File: config.mk
export PLATFORM = sky130hd
export DESIGN_NAME = mcs_synth
export DESIGN_NICKNAME = d
export VERILOG_FILES = /design/src/common/mcs_pkg.sv /design/src/verilog/mcs_synth.sv /design/src/verilog/mcs_wave.sv
export VERILOG_INCLUDE_DIRS = /design/src /design/src/common
export SDC_FILE = /design/constraint.sdc
export NUM_CORES = 2
export LEC_CHECK = 0
export BUFFER_PORTS_ARGS = -buffer_cell sky130_fd_sc_hd__buf_2
export CORE_MARGIN = 3
export CORE_UTILIZATION = 60
export DETAILED_ROUTE_END_ITERATION = 16
export PLACE_DENSITY = 0.76
export SETUP_SLACK_MARGIN = 0.15
export SLEW_MARGIN = 20
export SYNTH_ARGS = -nofsm -noshare
export SYNTH_HDL_FRONTEND = slang
export SYNTH_SLANG_ARGS = --single-unit
File: constraint.sdc
create_clock -name ref_clk_i -period 16.2 [get_ports ref_clk_i]
set_input_delay 0.81 -clock ref_clk_i [delete_from_list [all_inputs] [get_ports ref_clk_i]]
set_output_delay 0.81 -clock ref_clk_i [all_outputs]
set_load 0.005 [all_outputs]
File: src/common/mcs_cfg.svh
// constants of the multichannel sine/cosine synthesiser
`ifndef MCS_CFG_SVH
`define MCS_CFG_SVH

`define MCS_PHASE_W      16
`define MCS_OUT_W        16
`define MCS_CHANNELS     16
`define MCS_CHAN_W       4
`define MCS_LAT_W        5
`define MCS_LAT_DEFAULT  5'h05
`define MCS_LAT_AUTO     5'h04
`define MCS_LAT_MIN      5'h02
`define MCS_TAP_MAX      5'h0F
`define MCS_QUARTER      16'h4000
`define MCS_HALF_PERIOD  16'h8000
`define MCS_FULL_PEAK    15'h7FFE
`define MCS_PROD_SHIFT   28
`define MCS_HALF_SHIFT   14

`define MCS_OFF_CTRL     12'h000
`define MCS_OFF_STATUS   12'h004
`define MCS_OFF_STEP     12'h040
`define MCS_OFF_SHIFT    12'h080
`define MCS_BANK_MASK    12'hFC0

`define MCS_CTRL_RUN     0
`define MCS_CTRL_NEG_SIN 1
`define MCS_CTRL_NEG_COS 2
`define MCS_CTRL_HALF    3
`define MCS_CTRL_SGNMAG  4
`define MCS_CTRL_SEL_LO  5
`define MCS_CTRL_MANUAL  7
`define MCS_CTRL_LAT_LO  8
`define MCS_CTRL_CHN_LO  16
`define MCS_STAT_RUN     8

`define MCS_SEL_BOTH     2'h0
`define MCS_SEL_SIN      2'h1
`define MCS_SEL_COS      2'h2

`endif

File: src/common/mcs_pkg.sv
// types shared by the synthesiser modules
`include "mcs_cfg.svh"

package mcs_pkg;

	typedef enum logic [1:0]
	{
		emit_both_waveforms = 2'h0,
		emit_sine_only      = 2'h1,
		emit_cosine_only    = 2'h2
	} mcs_select_t;

	typedef struct packed
	{
		logic                     valid;
		logic [`MCS_CHAN_W-1:0]   chan;
		logic [`MCS_OUT_W-1:0]    sine;
		logic [`MCS_OUT_W-1:0]    cosine;
	} mcs_sample_t;

	typedef struct packed
	{
		logic                     run;
		logic                     negate_sine;
		logic                     negate_cosine;
		logic                     scale_half_range;
		logic                     encode_sign_magnitude;
		mcs_select_t              select;
		logic                     manual_latency;
		logic [`MCS_LAT_W-1:0]    latency;
		logic [`MCS_CHAN_W-1:0]   chan_last;
	} mcs_ctrl_t;

endpackage

File: src/verilog/mcs_synth.sv
// multichannel phase accumulator with sine/cosine output and APB registers
//
// How it works
// - a negate option flips the sign of its waveform; otherwise plain waveform.
// - full range: peak is just under +1 and just over -1 at output width.
// - half range: samples span +0.5 to -0.5.
// - two's complement by default; sign plus magnitude when selected.
// - automatic latency picks its own depth; manual uses the set value clamped to 2..17, default 5.
// - every channel has its own phase step, unsigned, reset to zero.
// - every channel has its own phase shift added to accumulated phase, reset zero.
// - phase and output widths are sixteen bits, multiples of eight.
// - output sine only, cosine only, or both; both by default.
`timescale 1ns/1ps
`include "mcs_cfg.svh"

module mcs_synth
	import mcs_pkg::*;
(
	input  wire logic        ref_clk_i,
	input  wire logic        sys_rst_i,
	input  wire logic        psel_i,
	input  wire logic        penable_i,
	input  wire logic        pwrite_i,
	input  wire logic [11:0] paddr_i,
	input  wire logic [31:0] pwdata_i,
	output logic      [31:0] prdata_o,
	output logic             pready_o,
	output logic             pslverr_o,
	output mcs_sample_t      sample_o
);

	localparam int NCH = `MCS_CHANNELS;
	localparam int DW  = `MCS_PHASE_W;

	typedef struct packed
	{
		mcs_ctrl_t                        ctrl;
		logic [NCH-1:0][DW-1:0]           acc;
		logic [NCH-1:0][DW-1:0]           per_channel_step;
		logic [NCH-1:0][DW-1:0]           per_channel_shift;
		logic [`MCS_CHAN_W-1:0]           cur;
		logic                             ph_valid;
		logic [`MCS_CHAN_W-1:0]           ph_chan;
		logic [DW-1:0]                    ph_phase;
		mcs_sample_t [NCH-1:0]            pipe;
		mcs_sample_t                      out;
		logic                             pready;
		logic                             pslverr;
		logic [31:0]                      prdata;
	} mcs_state_t;

	mcs_state_t st;
	mcs_state_t next_st;

	logic [`MCS_OUT_W-1:0] sine_w;
	logic [`MCS_OUT_W-1:0] cosine_w;
	logic [DW-1:0]         cos_phase;

	// bank decode shared by read and write paths
	function automatic logic [1:0] bank_of(input logic [11:0] addr);
		logic [1:0] b;
		b = 2'h3;
		if (addr == `MCS_OFF_CTRL)
			b = 2'h0;
		else if (addr == `MCS_OFF_STATUS)
			b = 2'h1;
		else if ((addr & `MCS_BANK_MASK) == `MCS_OFF_STEP && addr[1:0] == 2'h0)
			b = 2'h2;
		else if ((addr & `MCS_BANK_MASK) == `MCS_OFF_SHIFT && addr[1:0] == 2'h0)
			b = 2'h3;
		else
			b = 2'h1;
		return b;
	endfunction

	function automatic logic mapped(input logic [11:0] addr);
		logic m;
		m = (addr == `MCS_OFF_CTRL) || (addr == `MCS_OFF_STATUS)
			|| (((addr & `MCS_BANK_MASK) == `MCS_OFF_STEP) && addr[1:0] == 2'h0)
			|| (((addr & `MCS_BANK_MASK) == `MCS_OFF_SHIFT) && addr[1:0] == 2'h0);
		return m;
	endfunction

	function automatic logic [31:0] ctrl_word(input mcs_ctrl_t c);
		logic [31:0] w;
		w = 32'h0000_0000;
		w[`MCS_CTRL_RUN]                         = c.run;
		w[`MCS_CTRL_NEG_SIN]                     = c.negate_sine;
		w[`MCS_CTRL_NEG_COS]                     = c.negate_cosine;
		w[`MCS_CTRL_HALF]                        = c.scale_half_range;
		w[`MCS_CTRL_SGNMAG]                      = c.encode_sign_magnitude;
		w[`MCS_CTRL_SEL_LO+1:`MCS_CTRL_SEL_LO]   = c.select;
		w[`MCS_CTRL_MANUAL]                      = c.manual_latency;
		w[`MCS_CTRL_LAT_LO+4:`MCS_CTRL_LAT_LO]   = c.latency;
		w[`MCS_CTRL_CHN_LO+3:`MCS_CTRL_CHN_LO]   = c.chan_last;
		return w;
	endfunction

	// cosine is the sine a quarter period ahead
	assign cos_phase = st.ph_phase + `MCS_QUARTER;

	mcs_wave u_sine
	(
		.phase_i      (st.ph_phase),
		.half_range_i (st.ctrl.scale_half_range),
		.sign_mag_i   (st.ctrl.encode_sign_magnitude),
		.negate_i     (st.ctrl.negate_sine),
		.sample_o     (sine_w)
	);

	mcs_wave u_cosine
	(
		.phase_i      (cos_phase),
		.half_range_i (st.ctrl.scale_half_range),
		.sign_mag_i   (st.ctrl.encode_sign_magnitude),
		.negate_i     (st.ctrl.negate_cosine),
		.sample_o     (cosine_w)
	);

	always_comb
	begin
		logic [DW-1:0]          acc_new;
		logic [`MCS_LAT_W-1:0]  lat;
		logic [`MCS_LAT_W-1:0]  tap;
		logic [11:0]            addr;
		logic [`MCS_CHAN_W-1:0] idx;
		logic [1:0]             bank;
		mcs_sample_t            fresh;
		acc_new = '0;
		lat     = '0;
		tap     = '0;
		addr    = paddr_i;
		idx     = paddr_i[`MCS_CHAN_W+1:2];
		bank    = bank_of(paddr_i);
		fresh   = '0;
		next_st = st;

		// one wait state: pready rises the cycle after the access phase starts
		next_st.pready  = 1'b0;
		next_st.pslverr = 1'b0;
		if (psel_i && penable_i && !st.pready)
		begin
			next_st.pready  = 1'b1;
			next_st.pslverr = !mapped(addr);
			next_st.prdata  = 32'h0000_0000;
			if (!pwrite_i && mapped(addr))
			begin
				case (bank)
					2'h0:
						next_st.prdata = ctrl_word(st.ctrl);
					2'h1:
						next_st.prdata = {23'h00_0000, st.ctrl.run, 4'h0, st.cur};
					2'h2:
						next_st.prdata = {16'h0000, st.per_channel_step[idx]};
					2'h3:
						next_st.prdata = {16'h0000, st.per_channel_shift[idx]};
					default:
						next_st.prdata = 32'h0000_0000;
				endcase
			end
		end

		// channel rotation and accumulation
		next_st.ph_valid = 1'b0;
		if (st.ctrl.run)
		begin
			acc_new = st.acc[st.cur] + st.per_channel_step[st.cur];
			next_st.acc[st.cur] = acc_new;
			next_st.ph_valid = 1'b1;
			next_st.ph_chan  = st.cur;
			next_st.ph_phase = acc_new + st.per_channel_shift[st.cur];
			if (st.cur >= st.ctrl.chan_last)
				next_st.cur = '0;
			else
				next_st.cur = st.cur + 4'h1;
		end
		else if (st.cur > st.ctrl.chan_last)
			next_st.cur = '0;

		// write takes effect at the edge where pready is seen high
		if (psel_i && penable_i && st.pready && pwrite_i && mapped(addr))
		begin
			case (bank)
				2'h0:
				begin
					next_st.ctrl.run                   = pwdata_i[`MCS_CTRL_RUN];
					next_st.ctrl.negate_sine           = pwdata_i[`MCS_CTRL_NEG_SIN];
					next_st.ctrl.negate_cosine         = pwdata_i[`MCS_CTRL_NEG_COS];
					next_st.ctrl.scale_half_range      = pwdata_i[`MCS_CTRL_HALF];
					next_st.ctrl.encode_sign_magnitude = pwdata_i[`MCS_CTRL_SGNMAG];
					next_st.ctrl.select                = mcs_select_t'(pwdata_i[`MCS_CTRL_SEL_LO+1:`MCS_CTRL_SEL_LO]);
					next_st.ctrl.manual_latency        = pwdata_i[`MCS_CTRL_MANUAL];
					next_st.ctrl.latency               = pwdata_i[`MCS_CTRL_LAT_LO+4:`MCS_CTRL_LAT_LO];
					next_st.ctrl.chan_last             = pwdata_i[`MCS_CTRL_CHN_LO+3:`MCS_CTRL_CHN_LO];
				end
				2'h2:
					next_st.per_channel_step[idx] = pwdata_i[DW-1:0];
				2'h3:
					next_st.per_channel_shift[idx] = pwdata_i[DW-1:0];
				default:
					next_st.ctrl = st.ctrl;
			endcase
		end

		// lookup stage feeds the delay line
		fresh.valid  = st.ph_valid;
		fresh.chan   = st.ph_chan;
		fresh.sine   = '0;
		fresh.cosine = '0;
		if (st.ph_valid)
		begin
			case (st.ctrl.select)
				emit_sine_only:
					fresh.sine = sine_w;
				emit_cosine_only:
					fresh.cosine = cosine_w;
				default:
				begin
					fresh.sine   = sine_w;
					fresh.cosine = cosine_w;
				end
			endcase
		end
		next_st.pipe[0] = fresh;
		for (int k = 1; k < NCH; k++)
			next_st.pipe[k] = st.pipe[k-1];

		// latency counts edges from phase capture to sample_o
		if (st.ctrl.manual_latency)
			lat = st.ctrl.latency;
		else
			lat = `MCS_LAT_AUTO;
		if (lat < `MCS_LAT_MIN)
			lat = `MCS_LAT_MIN;
		tap = lat - `MCS_LAT_MIN;
		if (tap > `MCS_TAP_MAX)
			tap = `MCS_TAP_MAX;
		next_st.out = st.pipe[tap[`MCS_CHAN_W-1:0]];

		if (sys_rst_i)
		begin
			next_st = '0;
			next_st.ctrl.select  = emit_both_waveforms;
			next_st.ctrl.latency = `MCS_LAT_DEFAULT;
			next_st.ctrl.chan_last = 4'hF;
		end
	end

	always_ff @(posedge ref_clk_i)
	begin
		st <= next_st;
	end

	assign prdata_o  = st.prdata;
	assign pready_o  = st.pready;
	assign pslverr_o = st.pslverr;
	assign sample_o  = st.out;

endmodule

File: src/verilog/mcs_wave.sv
// one waveform lookup: parabolic half-wave, scaling, negation and encoding
`timescale 1ns/1ps
`include "mcs_cfg.svh"

module mcs_wave
	import mcs_pkg::*;
(
	input  wire logic [`MCS_PHASE_W-1:0] phase_i,
	input  wire logic                    half_range_i,
	input  wire logic                    sign_mag_i,
	input  wire logic                    negate_i,
	output logic      [`MCS_OUT_W-1:0]   sample_o
);

	logic [`MCS_PHASE_W-2:0] pos;
	logic [`MCS_PHASE_W-1:0] rest;
	logic [31:0]             prod;
	logic [47:0]             scaled;
	logic [`MCS_OUT_W-1:0]   mag;
	logic                    sign;

	// 4x(1-x) stands in for sin(pi x); error stays under six percent of peak
	always_comb
	begin
		pos    = phase_i[`MCS_PHASE_W-2:0];
		rest   = `MCS_HALF_PERIOD - {1'b0, pos};
		prod   = {17'h0_0000, pos} * {16'h0000, rest};
		scaled = {16'h0000, prod} * {33'h0_0000_0000, `MCS_FULL_PEAK};
		if (half_range_i)
			mag = prod[`MCS_HALF_SHIFT+`MCS_OUT_W-1:`MCS_HALF_SHIFT];
		else
			mag = scaled[`MCS_PROD_SHIFT+`MCS_OUT_W-1:`MCS_PROD_SHIFT];
		sign = phase_i[`MCS_PHASE_W-1] ^ negate_i;
		if (mag == 16'h0000)
			sign = 1'b0;
		if (sign_mag_i)
			sample_o = {sign, mag[`MCS_OUT_W-2:0]};
		else if (sign)
			sample_o = 16'h0000 - mag;
		else
			sample_o = mag;
	end

endmodule
==> impl_metrics.json <==
{
  "gr-usage-all-layers_pct": 31.7,
  "most-common-layout-cells": "1647 x sky130_fd_sc_hd__nand2_1, 1456 x sky130_fd_sc_hd__dfxtp_1, 910 x sky130_fd_sc_hd__a21oi_1",
  "relSlewSlack_pct": 9.12,
  "fillCellCount": 11500,
  "critPathSlowestCell": "sky130_fd_sc_hd__fa_1",
  "placeableCoreArea_mm2": 0.149,
  "cts_hold_buf": 0,
  "p_int_mw": 9.39,
  "critical-path-top-delay-family": "adder cells",
  "total_switching_power_mw": 7.17,
  "postSynthAreaPerCell_um2": 9.78,
  "remaining_overflow_grt": 0,
  "synthCells": 9228,
  "drtAntennaViolNets": 0,
  "timing_worst_setup_path_type": "flop to flop",
  "cts.htree.levels": 4,
  "drt-pass1-iter-count": 8,
  "sw_share_pct": 43.3,
  "leakage_nw": 37.6,
  "unrepaired_setup_endpoints_after_global_routing": "no",
  "clock_latency_at_the_later_pin_of_the_worst_skew_pair_ps": 790,
  "initial_antenna_violation_count": 8,
  "ys_warn_count": 0,
  "globalRouteMet1Util_pct": 40.9,
  "port-buffer-count": 95,
  "cts_buffer_count": 147,
  "fin_ws_ps": 892,
  "ctsLongestPathBuffers": 3,
  "synth-async-reset-ratio_pct": 0,
  "postSynth.topFlopCell": "sky130_fd_sc_hd__dfxtp_1",
  "worst-r2r-cell-count": 44,
  "setup.worst_path.start": "st[667]",
  "mappedNetlistArea_mm2": 0.0903,
  "final_net_count": 10100,
  "final.period_utilization_pct": 94.5,
  "ys_top_cells_by_area": "sky130_fd_sc_hd__dfxtp_1 32%, sky130_fd_sc_hd__fa_1 15%, sky130_fd_sc_hd__mux4_2 14%",
  "max_clock_freq_ghz": 0.0653,
  "peakVddDrop_mv": 0.539,
  "r2r_slack_ps": 890,
  "path_common_cell": "sky130_fd_sc_hd__fa_1",
  "finalSetupViolCount": 0,
  "worst_reg2reg_path_endpoint": "st[82]",
  "grt_use_met3_pct": 5.68,
  "final_max_slew_viol_count": 0,
  "wl_per_cell_um": 22.2,
  "netlist.top_cell.by_area": "sky130_fd_sc_hd__dfxtp_1",
  "cp.depth": 44,
  "clkTransAtPathRegs_ps": 60,
  "layout.core_utilization_pct": 65.1,
  "status": "complete, no violations",
  "clock-sinks": 1461,
  "finalHoldViolCount": 0,
  "crit_end": "st[82]",
  "period_needed_ps": 15310,
  "met2_demand_to_capacity_share_in_global_routing_pct": 51.2,
  "cts.root.buffer_cell": "sky130_fd_sc_hd__clkbuf_16",
  "dr.first_iter.drc_count": 7273,
  "die_area_mm2": 0.155,
  "crit_path_start_kind": "flop",
  "gpl.final_weighted_congestion": 0.965,
  "fin_worst_skew_ps": 64.9,
  "max_cap_viol_count": 0,
  "crit-reg2reg-launch": "st[667]",
  "cell_pwr_density_mw_per_mm2": 171,
  "tightestPinTransition_ps": 1360,
  "seq_area_frac_synth_pct": 32.4,
  "cp.arrival_ps": 15970,
  "grt_start_max_net_pins": 232,
  "overall_die_width_um": 394,
  "most_frequent_standard_cell_in_the_layout_excluding_fill_and_tap_cells": "sky130_fd_sc_hd__nand2_1",
  "finalSetupTns_ps": 0,
  "die-height_um": 394,
  "cpPeakStageDelay_ps": 750,
  "seq_power_share_pct": 21.7,
  "area.growth.synth_to_final_pct": 7.15,
  "core.rowCount": 141,
  "cp_max_fo": 14,
  "grt_pass1_wl_um": 388000,
  "floorplan.initialDensity_pct": 60.8,
  "crit_buf_inv": 3,
  "final.hold.worst_slack_ps": 233,
  "edff_count_synth": 0,
  "route.final.wire_length_um": 246000,
  "dp_worst_setup_slack_ps": 495,
  "synth.lib_cells_used.distinct": 103,
  "worstHoldPathType": "primary input to flop",
  "num_vias": 67500,
  "tritoncts": "done",
  "cp.required_ps": 16860,
  "drc": 0,
  "setup.worst_path.end_class": "flop",
  "grt_busiest_layer": "met2",
  "synth_largest_type_area_fraction_pct": 32.4,
  "detailed_place_hpwl_um": 170000,
  "total_of_flip_flops_plus_latches_after_synthesis": 1461,
  "avgViaCountPerCell": 6.09,
  "power.total_mw": 16.6,
  "comb_power_share_pct": 57.4,
  "first_global_vias": 69600,
  "hold-path-cell-count": 2,
  "pin_count": 120,
  "layout-drive-gt1-share_pct": 12.1,
  "clkPwrFrac_pct": 20.9
}
-- what timing repair did --
item | 4_1_cts | 5_1_grt
endpoints found under the setup margin | 0 | 20
resized for setup | 0 | 12
buffers inserted | 0 | 2
endpoints found under the hold margin | 0 | 0
-- how the worst min path moves through the flow --
stage | startpoint | end
after floorplan | st[182] | st[219]
after global placement | st[476] | st[513]
after CTS | pwdata_i[17] | st[1457]
after detailed placement | st[1248] | st[1248]
final | pwdata_i[17] | st[1457]
after global routing | pwdata_i[17] | st[1457]
-- sequential cells by signal, summed over array words and instances, names as in the netlist --
signal	flops
prdata_o	20
sample_o	37
pready_o	1
pslverr_o	1
st	1402
-- cell type report --
type	instances	area [µm²]	area share, %
Multi-Input combinational cell	6339	55600	57.4
Sequential cell	1461	29300	30.2
Clock buffer	215	4280	4.42
Inverter	799	3000	3.10
Tap cell	2002	2500	2.59
Timing Repair Buffer	211	1430	1.47
Clock inverter	47	711	0.735
Antenna cell	2	5.00	0.00517
-- power groups by stage --
stage / combinational (mW) / clock [mW] / sequential [mW]
6_report: 9.51 / 3.46 / 3.59
5_1_grt: 10.6 / 3.64 / 3.59
2_1_floorplan: 7.22 / 0 / 3.67
4_1_cts: 9.42 / 3.49 / 3.59
3_3_place_gp: 9.18 / 0 / 3.67
3_5_place_dp: 9.36 / 0 / 3.67
-- through the flow --
| stage | instances | instance area [µm²] |
|---|---|---|
| 2_1_floorplan | 9268 | 90400 |
| 3_3_place_gp | 10800 | 91600 |
| 3_5_place_dp | 10800 | 91700 |
| 4_1_cts | 11100 | 96600 |
| 5_1_grt | 11100 | 96700 |
| 6_report | 11100 | 96700 |
-- worst reg2reg max path: cells and delay by family, from the launching register on --
kind            cells  cell delay [ps]
fa+ha+maj          15             7300
compound gates     17             4140
simple gates        8             2690
buf+inv             3              420
xor+xnor            1              350
flops               1              300
-- cells in the mapped netlist (90+ instances only) --
cell,instances
sky130_fd_sc_hd__mux4_2,548
sky130_fd_sc_hd__nand2b_1,102
sky130_fd_sc_hd__nor2b_1,697
sky130_fd_sc_hd__nand2_1,1648
sky130_fd_sc_hd__a21oi_1,912
sky130_fd_sc_hd__inv_1,798
sky130_fd_sc_hd__nor2_1,324
sky130_fd_sc_hd__clkbuf_1,512
sky130_fd_sc_hd__fa_1,685
sky130_fd_sc_hd__a211oi_1,126
sky130_fd_sc_hd__xnor2_1,90
sky130_fd_sc_hd__ha_1,370
sky130_fd_sc_hd__dfxtp_1,1461
-- metal layers --
layer  vias to the layer above  routed length (µm)
met5                         -                  14
met2                      3274              115000
met1                     33200               95200
met4                         2               14300
met3                       809               21500
li1                      30100                   -
-- cell families (layout without fill, tap and decap cells) --
kind of cell             after synthesis  after routing  synth area share, %
AND/OR/NAND/NOR                     3065           3065                 15.8
buffers and inverters               1468           1272                 6.48
flip-flops                          1461           1461                 32.4
AO/OA/AOI/OAI                       1429           1429                 9.32
adder cells (fa/ha/maj)             1056           1056                 20.3
multiplexers                         615            615                 14.4
XOR/XNOR                             132            132                 1.29
other                                  2             44              0.00832
No activity file was read; power rests on OpenSTA's default activity.
